## src/pss_pkg.sv

```systemverilog
// Package for the power state sequencer: constants, states and carriers
// Summary of operation
// - Enable high boots, held low powers down
// - Ignore enable low pulses under 3.4 us
// - Longer low resets, longest low powers down
// - Interface select sampled only at boot
// - Ready for operation within 1 ms
// - Power-down tristates pins, ignores events
// - Power-down exit starts fully reset
// - Full power runs clocks, accepts host
// - Standby retains internal state
// - Standby wakes on host, poll, detect
// - Ramp-up and standby use low power oscillator
// - System clock from PLL on reference
// - Crystal oscillator targets 27.12 MHz crystal
package pss_pkg;

   // Clock rate
   localparam int CLK_PERIOD_PS      = 10000;

   // Enable glitch filter, least time rounds up
   localparam int GLITCH_NS_X10      = 34;
   localparam int GLITCH_CYC         = (GLITCH_NS_X10 * 100 * 1000 + CLK_PERIOD_PS - 1) / CLK_PERIOD_PS;
   localparam int RESET_CYC_DEF      = 2 * GLITCH_CYC;
   localparam int PDOWN_CYC_DEF      = 8 * GLITCH_CYC;

   // Boot ready time, longest time rounds down
   localparam int READY_US           = 1000;
   localparam int READY_CYC_DEF      = READY_US * 1000000 / CLK_PERIOD_PS;

   // Clock frequencies in kHz
   localparam int LPO_KHZ            = 125;
   localparam int SYS_KHZ            = 13560;
   localparam int XTAL_KHZ           = 27120;
   localparam int REF_MIN_KHZ        = 13150;
   localparam int REF_MAX_KHZ        = 52000;
   localparam int LPO_DIV            = 100000 / LPO_KHZ;

   localparam int CNT_W              = 20;
   localparam int SIF_W              = 2;
   localparam int GPIO_W             = 8;

   localparam logic [SIF_W-1:0] SIF_RST = 2'h0;

   typedef enum logic [2:0] {
      PSS_PDOWN,
      PSS_RAMP,
      PSS_FULL,
      PSS_STANDBY_STATE
   } pss_state_e;

   // Wake requests while in standby
   typedef struct packed {
      logic host;
      logic poll;
      logic card;
      logic field;
   } pss_wake_s;

   // Clock and supply controls toward the analog side
   typedef struct packed {
      logic lpo_sel;
      logic pll_en;
      logic xo_en;
      logic dom_en;
   } pss_clk_s;

endpackage

```

## src/pss_low_filter.sv

```systemverilog
// Low pulse width classifier for the chip enable input
`timescale 1ns/10ps
module pss_low_filter
   import pss_pkg::*;
(
   // Clock and reset
   input  wire logic             clk,
   input  wire logic             rst_n,
   // Enable input and widths
   input  wire logic             chip_enable_input,
   input  wire logic [CNT_W-1:0] reset_width,
   input  wire logic [CNT_W-1:0] pdown_width,
   // Classified events
   output logic                  low_reset,
   output logic                  low_pdown,
   output logic                  en_high
);

   typedef struct packed {
      logic [CNT_W-1:0] cnt;
      logic             rst_done;
      logic             low_reset;
      logic             low_pdown;
      logic             en_high;
   } pss_flt_s;

   pss_flt_s st_ff;
   pss_flt_s nxt_st;

   // Measure low time; short glitches produce no event
   always_comb
   begin
      nxt_st           = st_ff;
      nxt_st.low_reset = 1'b0;
      nxt_st.low_pdown = 1'b0;
      if (chip_enable_input)
      begin
         nxt_st.cnt      = '0;
         nxt_st.rst_done = 1'b0;
         nxt_st.en_high  = (st_ff.cnt < CNT_W'(GLITCH_CYC)) ? 1'b1 : st_ff.en_high;
         if (st_ff.cnt >= CNT_W'(GLITCH_CYC))
            nxt_st.en_high = 1'b1;
      end
      else
      begin
         if (st_ff.cnt != '1)
            nxt_st.cnt = st_ff.cnt + CNT_W'(1);
         // Reset fires once the reset width is reached
         if (!st_ff.rst_done && st_ff.cnt == reset_width - CNT_W'(1))
         begin
            nxt_st.low_reset = 1'b1;
            nxt_st.rst_done  = 1'b1;
         end
         if (st_ff.cnt >= pdown_width - CNT_W'(1))
         begin
            nxt_st.low_pdown = 1'b1;
            nxt_st.en_high   = 1'b0;
         end
      end
   end

   always_ff @(posedge clk or negedge rst_n)
   begin
      if (!rst_n)
         st_ff <= '0;
      else
         st_ff <= nxt_st;
   end

   assign low_reset = st_ff.low_reset;
   assign low_pdown = st_ff.low_pdown;
   assign en_high   = st_ff.en_high;

endmodule

```

## src/pss_lpo_div.sv

```systemverilog
// Divider producing the low power oscillator enable pulse
`timescale 1ns/10ps
module pss_lpo_div
   import pss_pkg::*;
#(
   parameter int DIV = pss_pkg::LPO_DIV
)
(
   // Clock and reset
   input  wire logic clk,
   input  wire logic rst_n,
   // Control
   input  wire logic run,
   output logic      tick
);

   typedef struct packed {
      logic [CNT_W-1:0] cnt;
      logic             tick;
   } pss_div_s;

   pss_div_s st_ff;
   pss_div_s nxt_st;

   // Count up, pulse once per period
   always_comb
   begin
      nxt_st      = st_ff;
      nxt_st.tick = 1'b0;
      if (!run)
      begin
         nxt_st.cnt = '0;
      end
      else if (st_ff.cnt == CNT_W'(DIV - 1))
      begin
         nxt_st.cnt  = '0;
         nxt_st.tick = 1'b1;
      end
      else
      begin
         nxt_st.cnt = st_ff.cnt + CNT_W'(1);
      end
   end

   always_ff @(posedge clk or negedge rst_n)
   begin
      if (!rst_n)
         st_ff <= '0;
      else
         st_ff <= nxt_st;
   end

   assign tick = st_ff.tick;

endmodule

```

## src/pss_top.sv

```systemverilog
// Power state sequencer: energy states, boot latch, clock selection
`timescale 1ns/10ps
module pss_top
   import pss_pkg::*;
#(
   parameter int RESET_CYC = pss_pkg::RESET_CYC_DEF,
   parameter int PDOWN_CYC = pss_pkg::PDOWN_CYC_DEF,
   parameter int READY_CYC = pss_pkg::READY_CYC_DEF
)
(
   // Clock and reset
   input  wire logic                      clk,
   input  wire logic                      rst_n,
   // Host side pins
   input  wire logic                      chip_enable_input,
   input  wire logic                      pad_supply,
   input  wire logic [pss_pkg::SIF_W-1:0] interface_select_pins,
   // Internal requests
   input  wire logic                      sleep_req,
   input  wire pss_pkg::pss_wake_s        wake_in,
   input  wire logic [pss_pkg::GPIO_W-1:0] gpio_out,
   input  wire logic [pss_pkg::GPIO_W-1:0] gpio_oe,
   // State and controls
   output pss_pkg::pss_state_e            power_state,
   output pss_pkg::pss_clk_s              clk_ctrl,
   output logic                           core_rst_n,
   output logic                           host_if_en,
   output logic                           ready,
   output logic [pss_pkg::SIF_W-1:0]      host_if_sel,
   output logic                           sif_oe,
   output logic [pss_pkg::GPIO_W-1:0]     gpio_pin_out,
   output logic [pss_pkg::GPIO_W-1:0]     gpio_pin_oe,
   output logic                           lpo_tick
);

   typedef struct packed {
      pss_state_e       state;
      logic [CNT_W-1:0] rdy_cnt;
      logic [SIF_W-1:0] sif;
      logic             core_rst_n;
      logic             rst_hold;
      logic             ready;
      logic             host_en;
      logic             sif_oe;
      pss_clk_s         clk;
      logic [GPIO_W-1:0] gout;
      logic [GPIO_W-1:0] goe;
      logic             tick;
   } pss_top_s;

   pss_top_s st_ff;
   pss_top_s nxt_st;

   logic low_reset;
   logic low_pdown;
   logic en_high;
   logic div_tick;
   logic wake_any;

   // Widths kept as inputs to the filter so a variant can program them
   pss_low_filter u_flt
   (
      .clk               (clk),
      .rst_n             (rst_n),
      .chip_enable_input (chip_enable_input),
      .reset_width       (CNT_W'(RESET_CYC)),
      .pdown_width       (CNT_W'(PDOWN_CYC)),
      .low_reset         (low_reset),
      .low_pdown         (low_pdown),
      .en_high           (en_high)
   );

   // Low power oscillator tick runs whenever lpo_sel is set (ramp-up and standby)
   pss_lpo_div #(.DIV(LPO_DIV)) u_div
   (
      .clk   (clk),
      .rst_n (rst_n),
      .run   (st_ff.clk.lpo_sel),
      .tick  (div_tick)
   );

   assign wake_any = wake_in.host | wake_in.poll | wake_in.card | wake_in.field;

   // State sequencing: every state sets each control it owns
   always_comb
   begin
      nxt_st      = st_ff;
      nxt_st.tick = div_tick & st_ff.clk.lpo_sel;
      case (st_ff.state)
         PSS_PDOWN:
         begin
            // Nothing external is answered here except the enable
            nxt_st.core_rst_n  = 1'b0;
            nxt_st.rst_hold    = 1'b0;
            nxt_st.ready       = 1'b0;
            nxt_st.host_en     = 1'b0;
            nxt_st.sif_oe      = 1'b0;
            nxt_st.goe         = '0;
            nxt_st.gout        = '0;
            nxt_st.rdy_cnt     = '0;
            nxt_st.clk.lpo_sel = 1'b0;
            nxt_st.clk.pll_en  = 1'b0;
            nxt_st.clk.xo_en   = 1'b0;
            nxt_st.clk.dom_en  = 1'b0;
            if (en_high && chip_enable_input)
            begin
               nxt_st.state       = PSS_RAMP;
               nxt_st.sif         = interface_select_pins;
               nxt_st.clk.lpo_sel = 1'b1;
               nxt_st.clk.pll_en  = 1'b1;
               nxt_st.clk.xo_en   = 1'b1;
               nxt_st.clk.dom_en  = 1'b1;
            end
         end
         PSS_RAMP:
         begin
            // Select pins stay inputs and gpio stays off until ready
            nxt_st.ready       = 1'b0;
            nxt_st.host_en     = 1'b0;
            nxt_st.sif_oe      = 1'b0;
            nxt_st.goe         = '0;
            nxt_st.gout        = '0;
            nxt_st.clk.lpo_sel = 1'b1;
            nxt_st.clk.pll_en  = 1'b1;
            nxt_st.clk.xo_en   = 1'b1;
            nxt_st.clk.dom_en  = 1'b1;
            // After a reset pulse the core waits for the enable to return;
            // short glitches never set the hold, so they cannot reset the core
            if (chip_enable_input)
               nxt_st.rst_hold = 1'b0;
            nxt_st.core_rst_n = !st_ff.rst_hold;
            // Boot time counts pad good cycles once the core is released
            if (pad_supply && !st_ff.rst_hold)
               nxt_st.rdy_cnt = st_ff.rdy_cnt + CNT_W'(1);
            if (st_ff.rdy_cnt >= CNT_W'(READY_CYC - 1))
            begin
               nxt_st.state       = PSS_FULL;
               nxt_st.ready       = 1'b1;
               nxt_st.host_en     = 1'b1;
               nxt_st.sif_oe      = 1'b1;
               nxt_st.core_rst_n  = 1'b1;
               nxt_st.clk.lpo_sel = 1'b0;
            end
         end
         PSS_FULL:
         begin
            // Everything runs; gpio follows the core
            nxt_st.core_rst_n  = 1'b1;
            nxt_st.ready       = 1'b1;
            nxt_st.host_en     = 1'b1;
            nxt_st.sif_oe      = 1'b1;
            nxt_st.gout        = gpio_out;
            nxt_st.goe         = gpio_oe;
            nxt_st.clk.lpo_sel = 1'b0;
            nxt_st.clk.pll_en  = 1'b1;
            nxt_st.clk.xo_en   = 1'b1;
            nxt_st.clk.dom_en  = 1'b1;
            // Wake wins over sleep so no pending request is lost
            if (sleep_req && !wake_any)
            begin
               nxt_st.state       = PSS_STANDBY_STATE;
               nxt_st.clk.lpo_sel = 1'b1;
               nxt_st.clk.pll_en  = 1'b0;
               nxt_st.clk.xo_en   = 1'b0;
            end
         end
         PSS_STANDBY_STATE:
         begin
            // Registers, boot latch and gpio levels are left untouched
            nxt_st.host_en     = 1'b1;
            nxt_st.clk.lpo_sel = 1'b1;
            nxt_st.clk.pll_en  = 1'b0;
            nxt_st.clk.xo_en   = 1'b0;
            nxt_st.clk.dom_en  = 1'b1;
            if (wake_any)
            begin
               nxt_st.state       = PSS_FULL;
               nxt_st.clk.lpo_sel = 1'b0;
               nxt_st.clk.pll_en  = 1'b1;
               nxt_st.clk.xo_en   = 1'b1;
            end
         end
         default:
         begin
            nxt_st.state = PSS_PDOWN;
         end
      endcase
      // Power-down events override every state, reset pulses every state but power down
      if (low_reset && st_ff.state != PSS_PDOWN)
      begin
         nxt_st.state       = PSS_RAMP;
         nxt_st.rdy_cnt     = '0;
         nxt_st.rst_hold    = 1'b1;
         nxt_st.ready       = 1'b0;
         nxt_st.host_en     = 1'b0;
         nxt_st.core_rst_n  = 1'b0;
         nxt_st.sif_oe      = 1'b0;
         nxt_st.goe         = '0;
         nxt_st.gout        = '0;
         nxt_st.clk.lpo_sel = 1'b1;
         nxt_st.clk.pll_en  = 1'b1;
         nxt_st.clk.xo_en   = 1'b1;
         nxt_st.clk.dom_en  = 1'b1;
      end
      if (low_pdown)
      begin
         nxt_st.state       = PSS_PDOWN;
         nxt_st.rdy_cnt     = '0;
         nxt_st.rst_hold    = 1'b0;
         nxt_st.core_rst_n  = 1'b0;
         nxt_st.ready       = 1'b0;
         nxt_st.host_en     = 1'b0;
         nxt_st.sif_oe      = 1'b0;
         nxt_st.goe         = '0;
         nxt_st.gout        = '0;
         nxt_st.clk.lpo_sel = 1'b0;
         nxt_st.clk.pll_en  = 1'b0;
         nxt_st.clk.xo_en   = 1'b0;
         nxt_st.clk.dom_en  = 1'b0;
      end
   end

   // State register
   always_ff @(posedge clk or negedge rst_n)
   begin
      if (!rst_n)
      begin
         st_ff       <= '0;
         st_ff.state <= PSS_PDOWN;
         st_ff.sif   <= SIF_RST;
      end
      else
      begin
         st_ff <= nxt_st;
      end
   end

   assign power_state  = st_ff.state;
   assign clk_ctrl     = st_ff.clk;
   assign core_rst_n   = st_ff.core_rst_n;
   assign host_if_en   = st_ff.host_en;
   assign ready        = st_ff.ready;
   assign host_if_sel  = st_ff.sif;
   assign sif_oe       = st_ff.sif_oe;
   assign gpio_pin_out = st_ff.gout;
   assign gpio_pin_oe  = st_ff.goe;
   assign lpo_tick     = st_ff.tick;

endmodule

```

## config.mk

```make
export PLATFORM = sky130hd
export DESIGN_NAME = pss_top
export DESIGN_NICKNAME = d
export VERILOG_FILES = /design/src/pss_pkg.sv /design/src/pss_low_filter.sv /design/src/pss_lpo_div.sv /design/src/pss_top.sv
export SDC_FILE = /design/constraint.sdc
export NUM_CORES = 1
export LEC_CHECK = 0
export ABC_AREA = 1
export BUFFER_PORTS_ARGS = -buffer_cell sky130_fd_sc_hd__buf_2
export CAP_MARGIN = 25
export CORE_ASPECT_RATIO = 1.1
export CORE_MARGIN = 2
export CORE_UTILIZATION = 50
export DETAILED_ROUTE_END_ITERATION = 7
export GPL_ROUTABILITY_DRIVEN = 0
export HOLD_SLACK_MARGIN = 0.06
export PLACE_DENSITY_LB_ADDON = 0.1
export SYNTH_ARGS = -nofsm -noshare
export SYNTH_HDL_FRONTEND = slang
export SYNTH_HIERARCHICAL = 1
export SYNTH_SLANG_ARGS = --single-unit
```

## constraint.sdc

```tcl
create_clock -name clk -period 4.3 [get_ports clk]
set_input_delay 0.43 -clock clk [delete_from_list [all_inputs] [get_ports clk]]
set_output_delay 0.43 -clock clk [all_outputs]
set_load 0.01 [all_outputs]
```

==> summary.md <==
| Metric | Value |
|---|---|
| Status | finished, final reports clean |
| Post-CTS sizing | 0 |
| Post-synthesis sequential area ratio | 0.319 |
| Crit start category | flip-flop |
| Yosys cell types | 51 |
| Clk sink count | 93 |
| Final Skew | 9.81 ps |
| Routed Wire Length | 16,000 um |
| Max cap viols | 0 |
| Root Buffer | clkbuf_16 |
| Top Ports | 57 |
| Drt pass-1 iters | 4 |
| Post-synth EDFFs | 0 |
| TritonCTS Buffers | 9 |
| Worst r2r path cells | 8 |
| Layout cell share with drive strength beyond 1 | 0.124 |
| Crit share post-route | 0.481 |
| Buffers on Ports | 55 |
| Synth area leaders | dfrtp_1, nand2_1, nor2_1, inv_1, nand3_1 |
| Slack of the critical path | 2230 ps |
| Hold Crit Class | input port to asynchronous set/reset pin |
| CTS max path bufs | 2 |
| Number of global-route vias before repair | 5,771 |
| Area Growth Syn to Fin | 14.7% |
| Top_reg_cell synth | dfrtp_1 |
| Die X | 119 um |
| Worst slew margin | 0.460 |
| Slew @ Worst Pin | 810 ps |
| Residual DRC | 0 |
| Global-route wire length before repair | 26,700 um |
| Peak supply drop | 0.000177 V |
| Die area | 15,600 um2 |
| Largest net degree at the start of global routing | 66 |
| Crit path kind | flip-flop to flip-flop |
| Yosys warnings | 6 |
| Max Slew Vio Count | 0 |
| # diodes | 0 |
| Synthesis-stage register bit count | 93 |
| Setup Fix Bufs, Post-CTS | 0 |
| Dpl cells | 1,387 |
| Fin. Hold Viols | 0 |
| Footprint of the multi-input gates | 4630 um2 |
| Row Count | 46 |
| Core Region | 14,300 um2 |
| Cell taking the most area after synthesis | dfrtp_1 |
| Storage cell area | 2330 um2 |
| Clock Latency Late Sink | 350 ps |
| DRT iter0 DRCs | 329 |
| Vias/cell | 4.69 |
| CTS tree | built |
| Number of fill cells | 1,415 |
| Initial antenna violation count | 0 |
| Area after DPL | 8040 um2 |
| # nets final | 1,263 |
| Worst-path maximum fanout | 17 |
| Clock slew at reported path FFs | 70 ps |
| RSZ-0062 raised after global routing | false |
| Design area | 8380 um2 |
| Mapped Cells | 1,053 |
| Pre-CTS WS | 2240 ps |
| Die height | 131 um |
| Critical Path End Type | flip-flop |
| Post-DRT Antenna Nets | 0 |
| Power Density | 366 nW/um2 |
| Worst EP arrival | 2330 ps |
| Max Clk Rate | 484 MHz |
| Routed vias | 6,579 |
| DP Wirelength | 12,800 um |
| Critical path required time | 4560 ps |
| Asr flop ratio synth | 1.00 |
| GRT overflow | 0 |
| Avg WL per Cell | 11.4 um |
| CTS H-tree depth | 3 |
| Synthesized area per cell | 6.94 um2 |
| Leak Pwr | 4.39 nW |
| Post-CTS Hold Buffers | 0 |
| Setup violation total in the final timing report | 0 |
| Non-filler cells, final | 1,403 |
| Post-route setup TNS | 0 ps |
| Initial Util | 0.510 |
| Yosys top cell area share | 0.319 |
| Min Tclk post-route | 2070 ps |
| Tot GR Track Use | 0.213 |
| Post-synthesis cell area | 7300 um2 |
-- path summary, 6_finish.rpt --
path | slack [ps] | start | end
min reg2reg | 460 | u_div/tick$_DFF_PN0_ | lpo_tick$_DFF_PN0_
min in group clk | 300 | gpio_oe[7] | gpio_pin_oe[7]$_DFFE_PN0P_
max in group asynchronous | 3260 | rst_n | core_rst_n$_DFFE_PN0P_
max | 2230 | power_state[0]$_DFFE_PN0P_ | core_rst_n$_DFFE_PN0P_
min | 160 | rst_n | u_div/st_ff[14]$_DFF_PN0_
max reg2reg | 2230 | power_state[0]$_DFFE_PN0P_ | core_rst_n$_DFFE_PN0P_
-- sequential cells by signal, indices dropped and copies added, names as in the netlist, 2 cells and up --
| name | flops |
|---|---|
| gpio_pin_out | 8 |
| clk_ctrl | 3 |
| gpio_pin_oe | 8 |
| u_div/st_ff | 20 |
| power_state | 2 |
| host_if_sel | 2 |
| u_flt/st_ff | 21 |
| st_ff | 21 |
-- report_power, final --
| part | total, mW | leakage [nW] | internal, mW | switching, mW |
|---|---|---|---|---|
| Combinational | 1.12 | 2.97 | 0.367 | 0.751 |
| Sequential | 1.06 | 1.26 | 0.986 | 0.0764 |
| Clock | 0.887 | 0.165 | 0.532 | 0.355 |
-- layer usage --
metal,GRT usage,routed length [um],part of all wire,vias to the layer above
met1,0.264,7310,0.46,2915
met4,0.0658,238,0.015,0
li1,-,-,-,3538
met3,0.0295,515,0.032,16
met5,0,0,0,-
met2,0.386,7920,0.50,110
-- placed cells by master (no fill, tap or decap), types with 3 or more instances in the layout --
cell	n
a31oi_1	4
o21ai_0	31
nand4_1	25
buf_2	54
o211ai_1	3
nor2_1	147
nand3_1	95
inv_2	11
inv_1	134
nor3b_1	3
o21ai_1	9
xnor2_1	14
nor3_1	20
nand3_2	3
xor2_1	32
or2_2	4
conb_1	124
nand2_4	4
a21oi_1	31
o21bai_1	3
dfrtp_1	93
nand2_1	243
nand2_2	13
nor3_2	5
nor2_2	14
nor4_1	4
ha_1	30
nor2_4	10
clkbuf_16	9
buf_4	3
nand3b_1	6
-- cell type report --
cell class                 count  area share
clock inverter                 6      0.0112
clock buffer                  10      0.0285
timing repair buffer          57      0.0350
tap                          192      0.0287
inverter                     147      0.0665
multi-input combinational    898       0.552
sequential                    93       0.278
-- cells in the mapped netlist, types with 2 or more instances --
master and count:
nor3b_1 3, nand2_2 13, nor2_2 14, and3_1 2, a31oi_1 4, nor2_1 147, nand3_1 95, dfrtp_1 93
mux2_2 2, clkbuf_1 5, nor3_2 5, buf_4 27, buf_2 3, inv_1 134, a21oi_2 2, ha_1 30
nor2_4 10, nor4_1 4, nand4_1 25, xnor2_1 14, inv_2 11, o21bai_1 3, o21ai_1 9, a21oi_1 31
xor2_1 32, nand2_1 243, nor2_8 2, conb_1 2, o21ai_0 31, o211ai_1 3, or2_2 4, nand2_8 2
nand3b_1 6, nor3_1 20, nand2_4 4, nand3_2 3
-- stage by stage --
| step | utilization | total power, mW | hold WS (ps) |
|---|---|---|---|
| after floorplan | - | 2.00 | 134 |
| after global placement | 0.561 | 2.19 | 425 |
| after detailed placement | 0.561 | 2.20 | 436 |
| after CTS | 0.584 | 3.10 | 200 |
| after global routing | 0.584 | 3.30 | 238 |
| final | 0.584 | 3.07 | 157 |
-- cells by family after synthesis --
family	after synthesis	share of synthesized area
and+or+nand+nor	605	0.390
buffers and inverters	184	0.111
DFF	93	0.319
AOI/OAI and AO/OA	91	0.0701
xor gates and xnor gates	46	0.0552
adders and majority gates	30	0.0514
other	2	0.00103
muxes	2	0.00308
-- worst max-delay path: stages (launching register included) --
cell	delay (ps)
dfrtp_1	430
inv_1	150
ha_1	210
inv_1	110
nand2_1	160
nand2_1	80
nor2_2	530
nand2_1	160
o211ai_1	140
(Power assumes the default switching activity.)
